--- src/hdl/sgl_pkg.sv ---
// Constants and types for the serial enclosure LED transmitter.
// Assumes a 200 MHz pclk and an APB register bus with 32-bit data.
package sgl_pkg;

    // ********************************
    // Bus and register map
    // ********************************
    localparam int ADDR_W = 12;
    localparam logic [11:0] OFS_CTL = 12'h000; // Transmit and reset control
    localparam logic [11:0] OFS_CFG = 12'h004; // Port config, vendor pattern
    localparam logic [11:0] OFS_PI = 12'h008; // Ports implemented
    localparam logic [11:0] OFS_LOC = 12'h00c; // Message location, read only
    localparam logic [11:0] OFS_STS = 12'h010; // Link status, read only
    localparam logic [11:0] OFS_MSG_HDR = 12'h580; // Message header word
    localparam logic [11:0] OFS_MSG_BODY = 12'h584; // LED message body
    // Location: dword offset in upper half, buffer size in dwords in lower
    localparam logic [31:0] LOC_VALUE = 32'h0160_0002;

    // ********************************
    // Field positions and reset values
    // ********************************
    localparam int TRANSMIT_MESSAGE_BIT_BIT = 0;
    localparam int CTL_RST_BIT = 1;
    localparam int CFG_PCFG_LSB = 0;
    localparam int CFG_VEND_LSB = 4;
    localparam int CFG_HWACT_LSB = 8;
    localparam logic [1:0] PCFG_4 = 2'h0;
    localparam logic [1:0] PCFG_6 = 2'h1;
    localparam logic [1:0] PCFG_8 = 2'h2;
    localparam logic [1:0] PCFG_RST = 2'h2;
    localparam logic [3:0] VEND_RST = 4'h0;
    localparam logic [7:0] PI_RST = 8'hff;
    localparam logic [2:0] LED_RST = 3'h7;
    localparam int HDR_TYPE_LSB = 8;
    localparam logic [3:0] MSG_TYPE_LED = 4'h0;
    localparam int BODY_PORT_LSB = 0;
    localparam int BODY_LED_LSB = 16;

    // ********************************
    // Frame shape and timing
    // ********************************
    localparam int NUM_PORTS = 8;
    localparam int LED_BITS = 3;
    localparam logic [4:0] LEAD_BITS = 5'h05;
    localparam logic [4:0] VEND_BITS = 5'h04;
    localparam logic [4:0] DATA_BITS = 5'h18;
    localparam logic [4:0] OUT1_HALF = 5'h0c;
    localparam logic [4:0] OUT1_LEN8 = 5'h0c;
    localparam logic [4:0] OUT1_LEN6 = 5'h06;
    localparam int PCLK_PERIOD_NS = 5;
    localparam int SCLK_PERIOD_NS = 80;
    localparam int SCLK_HALF_CYC = SCLK_PERIOD_NS / (2 * PCLK_PERIOD_NS);

    typedef enum logic [3:0] {
        SGL_IDLE = 4'h1,
        SGL_LEAD = 4'h2,
        SGL_LOAD = 4'h4,
        SGL_DATA = 4'h8
    } sgl_state_t;

endpackage

--- src/hdl/sgl_clkdiv.sv ---
// Shift clock divider for the serial LED link.
// Assumes run is a registered level in the pclk domain.
`timescale 1ns/1ps
module sgl_clkdiv
    import sgl_pkg::*;
#(
    parameter int HALF = SCLK_HALF_CYC
) (
    input wire logic pclk,
    input wire logic presetn,
    input wire logic run,
    output logic sclk,
    output logic fall_tick
);

    // Half period counter
    logic [7:0] cnt;
    logic wrap;

    assign wrap = run && (cnt == 8'(HALF - 1));
    // Pulse in the cycle whose closing edge drops the clock
    assign fall_tick = wrap && sclk;

    // ********************************
    // Counter and clock level
    // ********************************
    // Clock rests low while stopped, starts low on run
    always_ff @(posedge pclk or negedge presetn) begin
        if (!presetn) begin
            cnt <= 8'h00;
            sclk <= 1'b0;
        end else if (!run) begin
            cnt <= 8'h00;
            sclk <= 1'b0;
        end else if (wrap) begin
            cnt <= 8'h00;
            sclk <= ~sclk;
        end else begin
            cnt <= cnt + 8'h01;
        end
    end

endmodule

--- src/hdl/sgl_led_image.sv ---
// Builds the 24-bit LED image sent on the serial link.
// Assumes all inputs are in the pclk domain.
`timescale 1ns/1ps
module sgl_led_image
    import sgl_pkg::*;
#(
    parameter int PORTS = NUM_PORTS
) (
    input wire logic [PORTS*LED_BITS-1:0] led_flat,
    input wire logic [PORTS-1:0] port_impl,
    input wire logic [PORTS-1:0] hw_act_en,
    input wire logic [PORTS-1:0] port_activity,
    output logic [PORTS*LED_BITS-1:0] image
);

    // ********************************
    // Per port field: activity, locate, fault
    // ********************************
    always_comb begin
        image = led_flat;
        for (int p = 0; p < PORTS; p++) begin
            // Activity from the port itself when hardware driven
            if (hw_act_en[p]) begin
                image[p*LED_BITS] = port_activity[p];
            end
            // Unimplemented port sends all ones
            if (!port_impl[p]) begin
                image[p*LED_BITS +: LED_BITS] = LED_RST;
            end
        end
    end

endmodule

--- src/hdl/sgl_tx.sv ---
// Serial enclosure LED transmitter with APB registers.
// Assumes mode and activity inputs come from pclk-domain logic.
`timescale 1ns/1ps
// Summary of operation
// - Message buffer sits at byte 580h
// - Only LED messages update the LEDs
// - Pins float until first transmit request
// - Frame opens with strobe low, five clocks
// - Strobe high one clock, then vendor pattern
// - Out0 sends 24 bits, ports ascending
// - Eight ports: out1 12 bits, then float
// - Six ports: out1 6 bits, then float
// - Four ports: out1 always floats
// - LED bits default high; activity may follow port
// - Unimplemented ports send all ones
// - Platform reset floats pins at once
// - Sync reset ends frame, then floats
// - Slot LEDs hold until next update
// - Operates only in advanced or RAID mode
// - Transmit only: clock, strobe, data outputs
module sgl_tx
    import sgl_pkg::*;
#(
    parameter int HALF = SCLK_HALF_CYC
) (
    input wire logic pclk,
    input wire logic presetn,
    input wire logic psel,
    input wire logic penable,
    input wire logic pwrite,
    input wire logic [ADDR_W-1:0] paddr,
    input wire logic [31:0] pwdata,
    output logic [31:0] prdata,
    output logic pready,
    output logic pslverr,
    input wire logic ahci_mode_ok,
    input wire logic host_ctrl_reset,
    input wire logic [NUM_PORTS-1:0] port_activity,
    output logic serial_shift_clock,
    output logic serial_shift_clock_oe,
    output logic frame_load_strobe,
    output logic frame_load_strobe_oe,
    output logic serial_led_out0,
    output logic serial_led_out0_oe,
    output logic serial_led_out1,
    output logic serial_led_out1_oe
);

    // ********************************
    // Declarations
    // ********************************
    logic acc_ack; // Access phase answered this cycle
    logic wr_en; // Write takes effect
    logic transmit_message_bit; // Transmit request
    logic serial_sync_reset_bit; // Pending synchronous reset
    logic tm_taken; // Request latched into current frame
    logic [1:0] port_cfg; // Port count select
    logic [3:0] vend_pat; // Vendor pattern on strobe
    logic [NUM_PORTS-1:0] hw_act_en; // Hardware activity per port
    logic [NUM_PORTS-1:0] port_impl; // Ports implemented
    logic [31:0] msg_hdr; // Buffer header word
    logic [31:0] msg_body; // Buffer LED body word
    logic [LED_BITS-1:0] led_state [NUM_PORTS]; // Held slot LEDs
    logic [NUM_PORTS*LED_BITS-1:0] led_flat; // Flattened slot LEDs
    logic [NUM_PORTS*LED_BITS-1:0] img_now; // Composed image
    logic [NUM_PORTS*LED_BITS-1:0] img_snap; // Image for this frame
    logic [3:0] vend_snap; // Pattern for this frame
    sgl_state_t st, next_st; // Frame state
    logic [4:0] bit_cnt, next_cnt; // Bit period counter
    logic fall_tick; // Shift clock about to fall
    logic frame_end; // Last data bit done
    logic frame_start; // New frame begins
    logic msg_ok; // Buffer holds a usable LED message
    logic [2:0] msg_port; // Target slot of message
    logic [4:0] out1_len; // Driven bits on out1
    logic sclk; // Divider clock level

    // Register hit for unmapped detection
    function automatic logic reg_hit(input logic [ADDR_W-1:0] a);
        return a == OFS_CTL || a == OFS_CFG || a == OFS_PI || a == OFS_LOC ||
            a == OFS_STS || a == OFS_MSG_HDR || a == OFS_MSG_BODY;
    endfunction

    // ********************************
    // APB slave, one wait state
    // ********************************
    assign pready = acc_ack;
    assign wr_en = acc_ack && pwrite;

    // Answer in the second access cycle
    always_ff @(posedge pclk or negedge presetn) begin
        if (!presetn) begin
            acc_ack <= 1'b0;
        end else begin
            acc_ack <= psel && penable && !acc_ack;
        end
    end

    // Read data and error captured on the edge that raises pready
    always_ff @(posedge pclk or negedge presetn) begin
        if (!presetn) begin
            prdata <= 32'h0000_0000;
            pslverr <= 1'b0;
        end else if (psel && penable && !acc_ack) begin
            pslverr <= !reg_hit(paddr);
            unique case (paddr)
                OFS_CTL: prdata <= {30'h0, serial_sync_reset_bit, transmit_message_bit};
                OFS_CFG: prdata <= {16'h0, hw_act_en, vend_pat, 2'h0, port_cfg};
                OFS_PI: prdata <= {24'h0, port_impl};
                OFS_LOC: prdata <= LOC_VALUE;
                OFS_STS: prdata <= {29'h0, ahci_mode_ok, st != SGL_IDLE,
                    serial_shift_clock_oe};
                OFS_MSG_HDR: prdata <= msg_hdr;
                OFS_MSG_BODY: prdata <= msg_body;
                default: prdata <= 32'h0000_0000;
            endcase
        end
    end

    // Configuration registers
    always_ff @(posedge pclk or negedge presetn) begin
        if (!presetn) begin
            port_cfg <= PCFG_RST;
            vend_pat <= VEND_RST;
            hw_act_en <= '0;
            port_impl <= PI_RST;
        end else if (wr_en && paddr == OFS_CFG) begin
            port_cfg <= pwdata[CFG_PCFG_LSB +: 2];
            vend_pat <= pwdata[CFG_VEND_LSB +: 4];
            hw_act_en <= pwdata[CFG_HWACT_LSB +: NUM_PORTS];
        end else if (wr_en && paddr == OFS_PI) begin
            port_impl <= pwdata[NUM_PORTS-1:0];
        end
    end

    // Message buffer words
    always_ff @(posedge pclk or negedge presetn) begin
        if (!presetn) begin
            msg_hdr <= 32'h0000_0000;
            msg_body <= 32'h0000_0000;
        end else if (wr_en && paddr == OFS_MSG_HDR) begin
            msg_hdr <= pwdata;
        end else if (wr_en && paddr == OFS_MSG_BODY) begin
            msg_body <= pwdata;
        end
    end

    // ********************************
    // Transmit and reset control bits
    // ********************************
    // Hardware clears at frame end; a software set wins
    always_ff @(posedge pclk or negedge presetn) begin
        if (!presetn) begin
            transmit_message_bit <= 1'b0;
            tm_taken <= 1'b0;
        end else begin
            if (wr_en && paddr == OFS_CTL && pwdata[TRANSMIT_MESSAGE_BIT_BIT] && ahci_mode_ok) begin
                transmit_message_bit <= 1'b1;
                tm_taken <= 1'b0;
            end else if ((frame_end && tm_taken) ||
                (st == SGL_IDLE && serial_sync_reset_bit)) begin
                // Clear first, or the repeat frame would re-take it
                transmit_message_bit <= 1'b0;
                tm_taken <= 1'b0;
            end else if (frame_start && transmit_message_bit) begin
                tm_taken <= 1'b1;
            end
        end
    end

    // Sync reset pends until the frame completes
    always_ff @(posedge pclk or negedge presetn) begin
        if (!presetn) begin
            serial_sync_reset_bit <= 1'b0;
        end else if (host_ctrl_reset ||
            (wr_en && paddr == OFS_CTL && pwdata[CTL_RST_BIT])) begin
            serial_sync_reset_bit <= 1'b1;
        end else if (st == SGL_IDLE) begin
            serial_sync_reset_bit <= 1'b0;
        end
    end

    // ********************************
    // Slot LED store
    // ********************************
    assign msg_port = msg_body[BODY_PORT_LSB +: 3];
    // Only LED type with an in-range host port is applied
    assign msg_ok = msg_hdr[HDR_TYPE_LSB +: 4] == MSG_TYPE_LED &&
        msg_body[BODY_PORT_LSB+3 +: 5] == 5'h00;

    // Update one slot per request, others hold
    always_ff @(posedge pclk or negedge presetn) begin
        if (!presetn) begin
            for (int p = 0; p < NUM_PORTS; p++) begin
                led_state[p] <= LED_RST;
            end
        end else if (frame_start && transmit_message_bit && !tm_taken && msg_ok) begin
            led_state[msg_port] <= msg_body[BODY_LED_LSB +: LED_BITS];
        end
    end

    // Flatten slots, port 0 first
    always_comb begin
        led_flat = '0;
        for (int p = 0; p < NUM_PORTS; p++) begin
            led_flat[p*LED_BITS +: LED_BITS] = led_state[p];
        end
    end

    sgl_led_image #(
        .PORTS(NUM_PORTS)
    ) u_image (
        .led_flat(led_flat),
        .port_impl(port_impl),
        .hw_act_en(hw_act_en),
        .port_activity(port_activity),
        .image(img_now)
    );

    // ********************************
    // Shift clock and frame sequencer
    // ********************************
    sgl_clkdiv #(
        .HALF(HALF)
    ) u_div (
        .pclk(pclk),
        .presetn(presetn),
        .run(st != SGL_IDLE),
        .sclk(sclk),
        .fall_tick(fall_tick)
    );

    assign frame_start = next_st == SGL_LEAD && st != SGL_LEAD;

    // Next state, stepping on falling shift clock
    always_comb begin
        next_st = st;
        next_cnt = bit_cnt;
        frame_end = 1'b0;
        unique case (st)
            SGL_IDLE: begin
                // Start with strobe low at once
                if (transmit_message_bit && ahci_mode_ok && !serial_sync_reset_bit) begin
                    next_st = SGL_LEAD;
                    next_cnt = 5'h00;
                end
            end
            SGL_LEAD: begin
                if (fall_tick && bit_cnt == LEAD_BITS - 5'h01) begin
                    next_st = SGL_LOAD;
                    next_cnt = 5'h00;
                end else if (fall_tick) begin
                    next_cnt = bit_cnt + 5'h01;
                end
            end
            SGL_LOAD: begin
                if (fall_tick) begin
                    next_st = SGL_DATA;
                    next_cnt = 5'h00;
                end
            end
            SGL_DATA: begin
                if (fall_tick && bit_cnt == DATA_BITS - 5'h01) begin
                    frame_end = 1'b1;
                    // Stop only on a frame boundary
                    next_st = (serial_sync_reset_bit || !ahci_mode_ok) ?
                        SGL_IDLE : SGL_LEAD;
                    next_cnt = 5'h00;
                end else if (fall_tick) begin
                    next_cnt = bit_cnt + 5'h01;
                end
            end
        endcase
    end

    // State registers; platform reset floats immediately
    always_ff @(posedge pclk or negedge presetn) begin
        if (!presetn) begin
            st <= SGL_IDLE;
            bit_cnt <= 5'h00;
        end else begin
            st <= next_st;
            bit_cnt <= next_cnt;
        end
    end

    // Snapshot image and pattern as the load bit starts
    always_ff @(posedge pclk or negedge presetn) begin
        if (!presetn) begin
            img_snap <= '1;
            vend_snap <= VEND_RST;
        end else if (next_st == SGL_LOAD && st == SGL_LEAD) begin
            img_snap <= img_now;
            vend_snap <= vend_pat;
        end
    end

    // ********************************
    // Pin drivers
    // ********************************
    // Out1 length from port configuration
    always_comb begin
        unique case (port_cfg)
            PCFG_8: out1_len = OUT1_LEN8;
            PCFG_6: out1_len = OUT1_LEN6;
            default: out1_len = 5'h00;
        endcase
    end

    assign serial_shift_clock = sclk;

    // Outputs register alongside state, so they move with the fall
    always_ff @(posedge pclk or negedge presetn) begin
        if (!presetn) begin
            serial_shift_clock_oe <= 1'b0;
            frame_load_strobe <= 1'b0;
            frame_load_strobe_oe <= 1'b0;
            serial_led_out0 <= 1'b0;
            serial_led_out0_oe <= 1'b0;
            serial_led_out1 <= 1'b0;
            serial_led_out1_oe <= 1'b0;
        end else begin
            serial_shift_clock_oe <= next_st != SGL_IDLE;
            frame_load_strobe_oe <= next_st != SGL_IDLE;
            serial_led_out0_oe <= next_st != SGL_IDLE;
            serial_led_out1_oe <= next_st == SGL_DATA && next_cnt < out1_len;
            frame_load_strobe <= next_st == SGL_LOAD ||
                (next_st == SGL_DATA && next_cnt < VEND_BITS &&
                vend_snap[2'(VEND_BITS - 5'h01 - next_cnt)]);
            serial_led_out0 <= next_st == SGL_DATA && img_snap[next_cnt];
            serial_led_out1 <= next_st == SGL_DATA &&
                img_snap[5'(OUT1_HALF + next_cnt)];
        end
    end

    // ********************************
    // Assertions
    // ********************************
    // Cycles spent in the load bit
    logic [7:0] load_cyc;
    always_ff @(posedge pclk or negedge presetn) begin
        if (!presetn) begin
            load_cyc <= 8'h00;
        end else begin
            load_cyc <= (st == SGL_LOAD) ? load_cyc + 8'h01 : 8'h00;
        end
    end
endmodule

--- config.mk ---
export PLATFORM = sky130hd
export DESIGN_NAME = sgl_tx
export DESIGN_NICKNAME = d
export VERILOG_FILES = /design/src/hdl/sgl_pkg.sv /design/src/hdl/sgl_clkdiv.sv /design/src/hdl/sgl_led_image.sv /design/src/hdl/sgl_tx.sv
export SDC_FILE = /design/constraint.sdc
export NUM_CORES = 1
export LEC_CHECK = 0
export BUFFER_PORTS_ARGS = -buffer_cell sky130_fd_sc_hd__buf_2
export CORE_MARGIN = 2
export CORE_UTILIZATION = 63
export DETAILED_ROUTE_END_ITERATION = 10
export GPL_TIMING_DRIVEN = 1
export PLACE_DENSITY = 0.93
export SYNTH_ARGS = -nofsm -noshare
export SYNTH_HDL_FRONTEND = slang
export SYNTH_SLANG_ARGS = --single-unit
--- constraint.sdc ---
create_clock -name pclk -period 5.7 [get_ports pclk]
set_input_delay 1.14 -clock pclk [delete_from_list [all_inputs] [get_ports pclk]]
set_output_delay 1.14 -clock pclk [all_outputs]
set_load 0.05 [all_outputs]
==> flow_metrics.env <==
export IMPL_instances_no_fill=1077
export IMPL_rr_worst_depth=10
export IMPL_min_period_over_period_pct=73.5
export IMPL_cts_resized=0
export IMPL_antenna_found_initial=0
export IMPL_synthFlopType="dfrtp_1"
export IMPL_arrival_ns=4.55
export IMPL_clockRootBuffer="clkbuf_16"
export IMPL_maxCapViolations=0
export IMPL_hold_start="prdata[0]$_DFFE_PN0P_"
export IMPL_place_inst=1045
export IMPL_hold_depth=1
export IMPL_grt_util_all_layers_pct=31.4
export IMPL_fillerInstances=881
export IMPL_dpl_hpwl_mm=15.5
export IMPL_reg2reg_setup_slack_ns=1.51
export IMPL_portBuffers=100
export IMPL_grt_pass1_wl_mm=38.4
export IMPL_fin_crit_ns=4.19
export IMPL_dieArea_um2=15600
export IMPL_htreeDepth=4
export IMPL_placedInstanceArea_um2=9830
export IMPL_max_freq_ghz=0.239
export IMPL_clock_sinks=198
export IMPL_cts_tree="yes"
export IMPL_p_leak_nw=4.80
export IMPL_r2r_start="st[0]$_DFF_PN1_"
export IMPL_cts_made_buffers=17
export IMPL_synthArstFlopShare_pct=100
export IMPL_dp_slack_ns=1.59
export IMPL_setup_tns_ns=0
export IMPL_routedWlPerCell_um=22.0
export IMPL_synthCells=796
export IMPL_rsz0062_at_grt="false"
export IMPL_area_growth_pct=13.6
export IMPL_outcome="completed"
export IMPL_place_gp_congestion=0.944
export IMPL_synth_edff_count=0
export IMPL_yosys_warnings=0
export IMPL_path_class="reg2reg"
export IMPL_synth_top_area_share_pct=38.1
export IMPL_netlist_area_um2=9190
export IMPL_wirelength_mm=23.7
export IMPL_r2r_end="led_flat[2]$_DFFE_PN1P_"
export IMPL_setup_ws_ns=1.51
export IMPL_drive_gt1_share_pct=36.8
export IMPL_path_clk_slew_ns=0.07
export IMPL_tightestPinTransition_ns=0.962
export IMPL_postLayoutCoreUtil_pct=72.7
export IMPL_grt_max_degree=99
export IMPL_syn_avg_cell_area_um2=11.5
export IMPL_drt_iter0_markers=903
export IMPL_ys_types=72
export IMPL_setup_viol=0
export IMPL_core_area_um2=14400
export IMPL_start_util_pct=64.0
export IMPL_die_y_um=125
export IMPL_power_density_nw_per_um2=270
export IMPL_drc=0
export IMPL_row_count=44
export IMPL_via_count=7127
export IMPL_ir_drop_v=0.000330
export IMPL_yosysMostFrequentCell="dfrtp_1"
export IMPL_cts_setup_buffers=0
export IMPL_final_antenna_net_count=0
export IMPL_clock_latency_ns=0.44
export IMPL_drtPass1Iterations=10
export IMPL_grtUsageMet2_pct=52.1
export IMPL_grt_ovfl_total=0
export IMPL_clockBufferDepth=2
export IMPL_maxSlewViolCount=0
export IMPL_worst_setup_path_end_kind="register"
export IMPL_hold_viol=0
export IMPL_cp_max_fo=35
export IMPL_worstPathRequired_ns=6.06
export IMPL_met3_usage_pct=5.15
export IMPL_syn_nets=864
export IMPL_cp_start_kind="register"
export IMPL_busiest_layer="met2"
export IMPL_min_path_type="reg2reg"
export IMPL_seq_area_frac_synth_pct=54.7
export IMPL_first_global_vias=7085
export IMPL_ys_ff_latch=198
export IMPL_worstHoldEndpoint="prdata[0]$_DFFE_PN0P_"
export IMPL_postCtsHoldBufs=0
export IMPL_fin_worst_skew_ns=0.0115
export IMPL_antennaDiodeCount=0
export IMPL_slew_headroom_pct=35.3
export IMPL_die_w_um=125
export IMPL_final_nets=948
export IMPL_synth_area_leader_cell="dfrtp_1"
export IMPL_grtUsageMet1_pct=40.8
export IMPL_vias_per_cell=6.62
export IMPL_synthTopCellsByArea="dfrtp_1 38%, dfstp_2 17%, mux2_2 13%"
export IMPL_design_area_um2=10400
export IMPL_synth_common_cells="140 x dfrtp_1, 106 x mux2_2, 77 x nand2_1, 64 x nor2_1, 58 x dfstp_2"
export IMPL_ios=101
==> worst max-delay path by stage <==
| stage | start | end | slack [ns] |
|---|---|---|---|
| 6_report | st[0]$_DFF_PN1_ | led_flat[2]$_DFFE_PN1P_ | 1.51 |
| 5_1_grt | st[0]$_DFF_PN1_ | led_flat[20]$_DFFE_PN1P_ | 1.21 |
| 4_1_cts | st[0]$_DFF_PN1_ | led_flat[13]$_DFFE_PN1P_ | 1.57 |
| 3_5_place_dp | st[0]$_DFF_PN1_ | led_flat[13]$_DFFE_PN1P_ | 1.59 |
| 3_3_place_gp | paddr[5] | msg_hdr[14]$_DFFE_PN0P_ | 1.76 |
| 2_1_floorplan | u_div.cnt[4]$_DFF_PN0_ | led_flat[3]$_DFFE_PN1P_ | 2.10 |
==> layout by cell type (no fill, tap or decap), types with 5 or more instances in the layout <==
cell type and count:
mux2_2 106, xor2_1 5, and3_1 11, buf_4 10, a31oi_1 13, a221oi_1 17
a222oi_1 17, nand2_1 77, nor3_1 7, clkbuf_16 17, nor4_1 8, a21oi_1 9
buf_2 99, a21boi_0 12, nor2b_1 17, nor2_1 64, o21ai_0 42, ha_1 9
inv_1 17, dfrtp_1 140, mux2i_1 14, nand3_1 16, dfstp_2 58
==> flip-flops by register name, summed over array words and instances, names as in the netlist, 2 cells and up <==
register and count:
port_cfg 2, vend_pat 4, msg_hdr 32, st 4
vend_snap 4, img_snap 24, u_div.cnt 8, msg_body 32
prdata 32, bit_cnt 5, hw_act_en 8, port_impl 8
led_flat 24
==> final cells by class <==
| class | instances | area [µm²] | share of cell area, % |
|---|---|---|---|
| Sequential cell | 198 | 5030 | 48.1 |
| Multi-Input combinational cell | 531 | 3910 | 37.4 |
| Timing Repair Buffer | 110 | 584 | 5.60 |
| Clock buffer | 19 | 443 | 4.24 |
| Tap cell | 184 | 230 | 2.20 |
| Clock inverter | 13 | 168 | 1.61 |
| Inverter | 22 | 82.6 | 0.791 |
==> report_power, final <==
group | internal (mW) | switching, mW | total (mW) | leakage, nW
Combinational | 0.0363 | 0.117 | 0.153 | 2.04
Clock | 0.674 | 0.560 | 1.23 | 0.297
Sequential | 1.42 | 0.00917 | 1.43 | 2.46
Total | 2.13 | 0.686 | 2.82 | 4.80
==> kinds of logic (layout without fill, tap and decap cells) <==
group | count (synthesis) | count (layout) | share of synthesized area, %
AND/OR/NAND/NOR | 241 | 241 | 13.4
adder cells (fa/ha/maj) | 9 | 9 | 1.23
flip-flops | 198 | 198 | 54.7
XOR/XNOR | 7 | 7 | 0.667
buffers and inverters | 67 | 164 | 3.00
AO/OA/AOI/OAI | 150 | 150 | 11.7
multiplexers | 124 | 124 | 15.2
==> metrics by stage <==
stage	power (mW)	hold WS, ns
after global routing	2.90	0.496
after detailed placement	1.61	0.466
final	2.82	0.477
after CTS	2.83	0.481
after global placement	1.60	0.458
after floorplan	1.53	0.446
==> metal layers <==
layer | routed length (µm) | vias to the layer above
li1 | - | 3069
met1 | 9080 | 3531
met2 | 11700 | 441
met3 | 1940 | 86
met4 | 971 | 0
met5 | 0 | -
==> worst max-delay path, cell delays in order, from the launching register on <==
cell,delay [ns]
dfstp_2,0.58
nor4b_2,0.55
nor4_1,0.19
nand2_1,0.11
buf_4,0.30
inv_2,0.27
nor4_4,0.34
or4b_1,0.55
nor3_1,0.60
nand2_1,0.28
mux2_2,0.34
No activity file was read; power rests on OpenSTA's default activity.
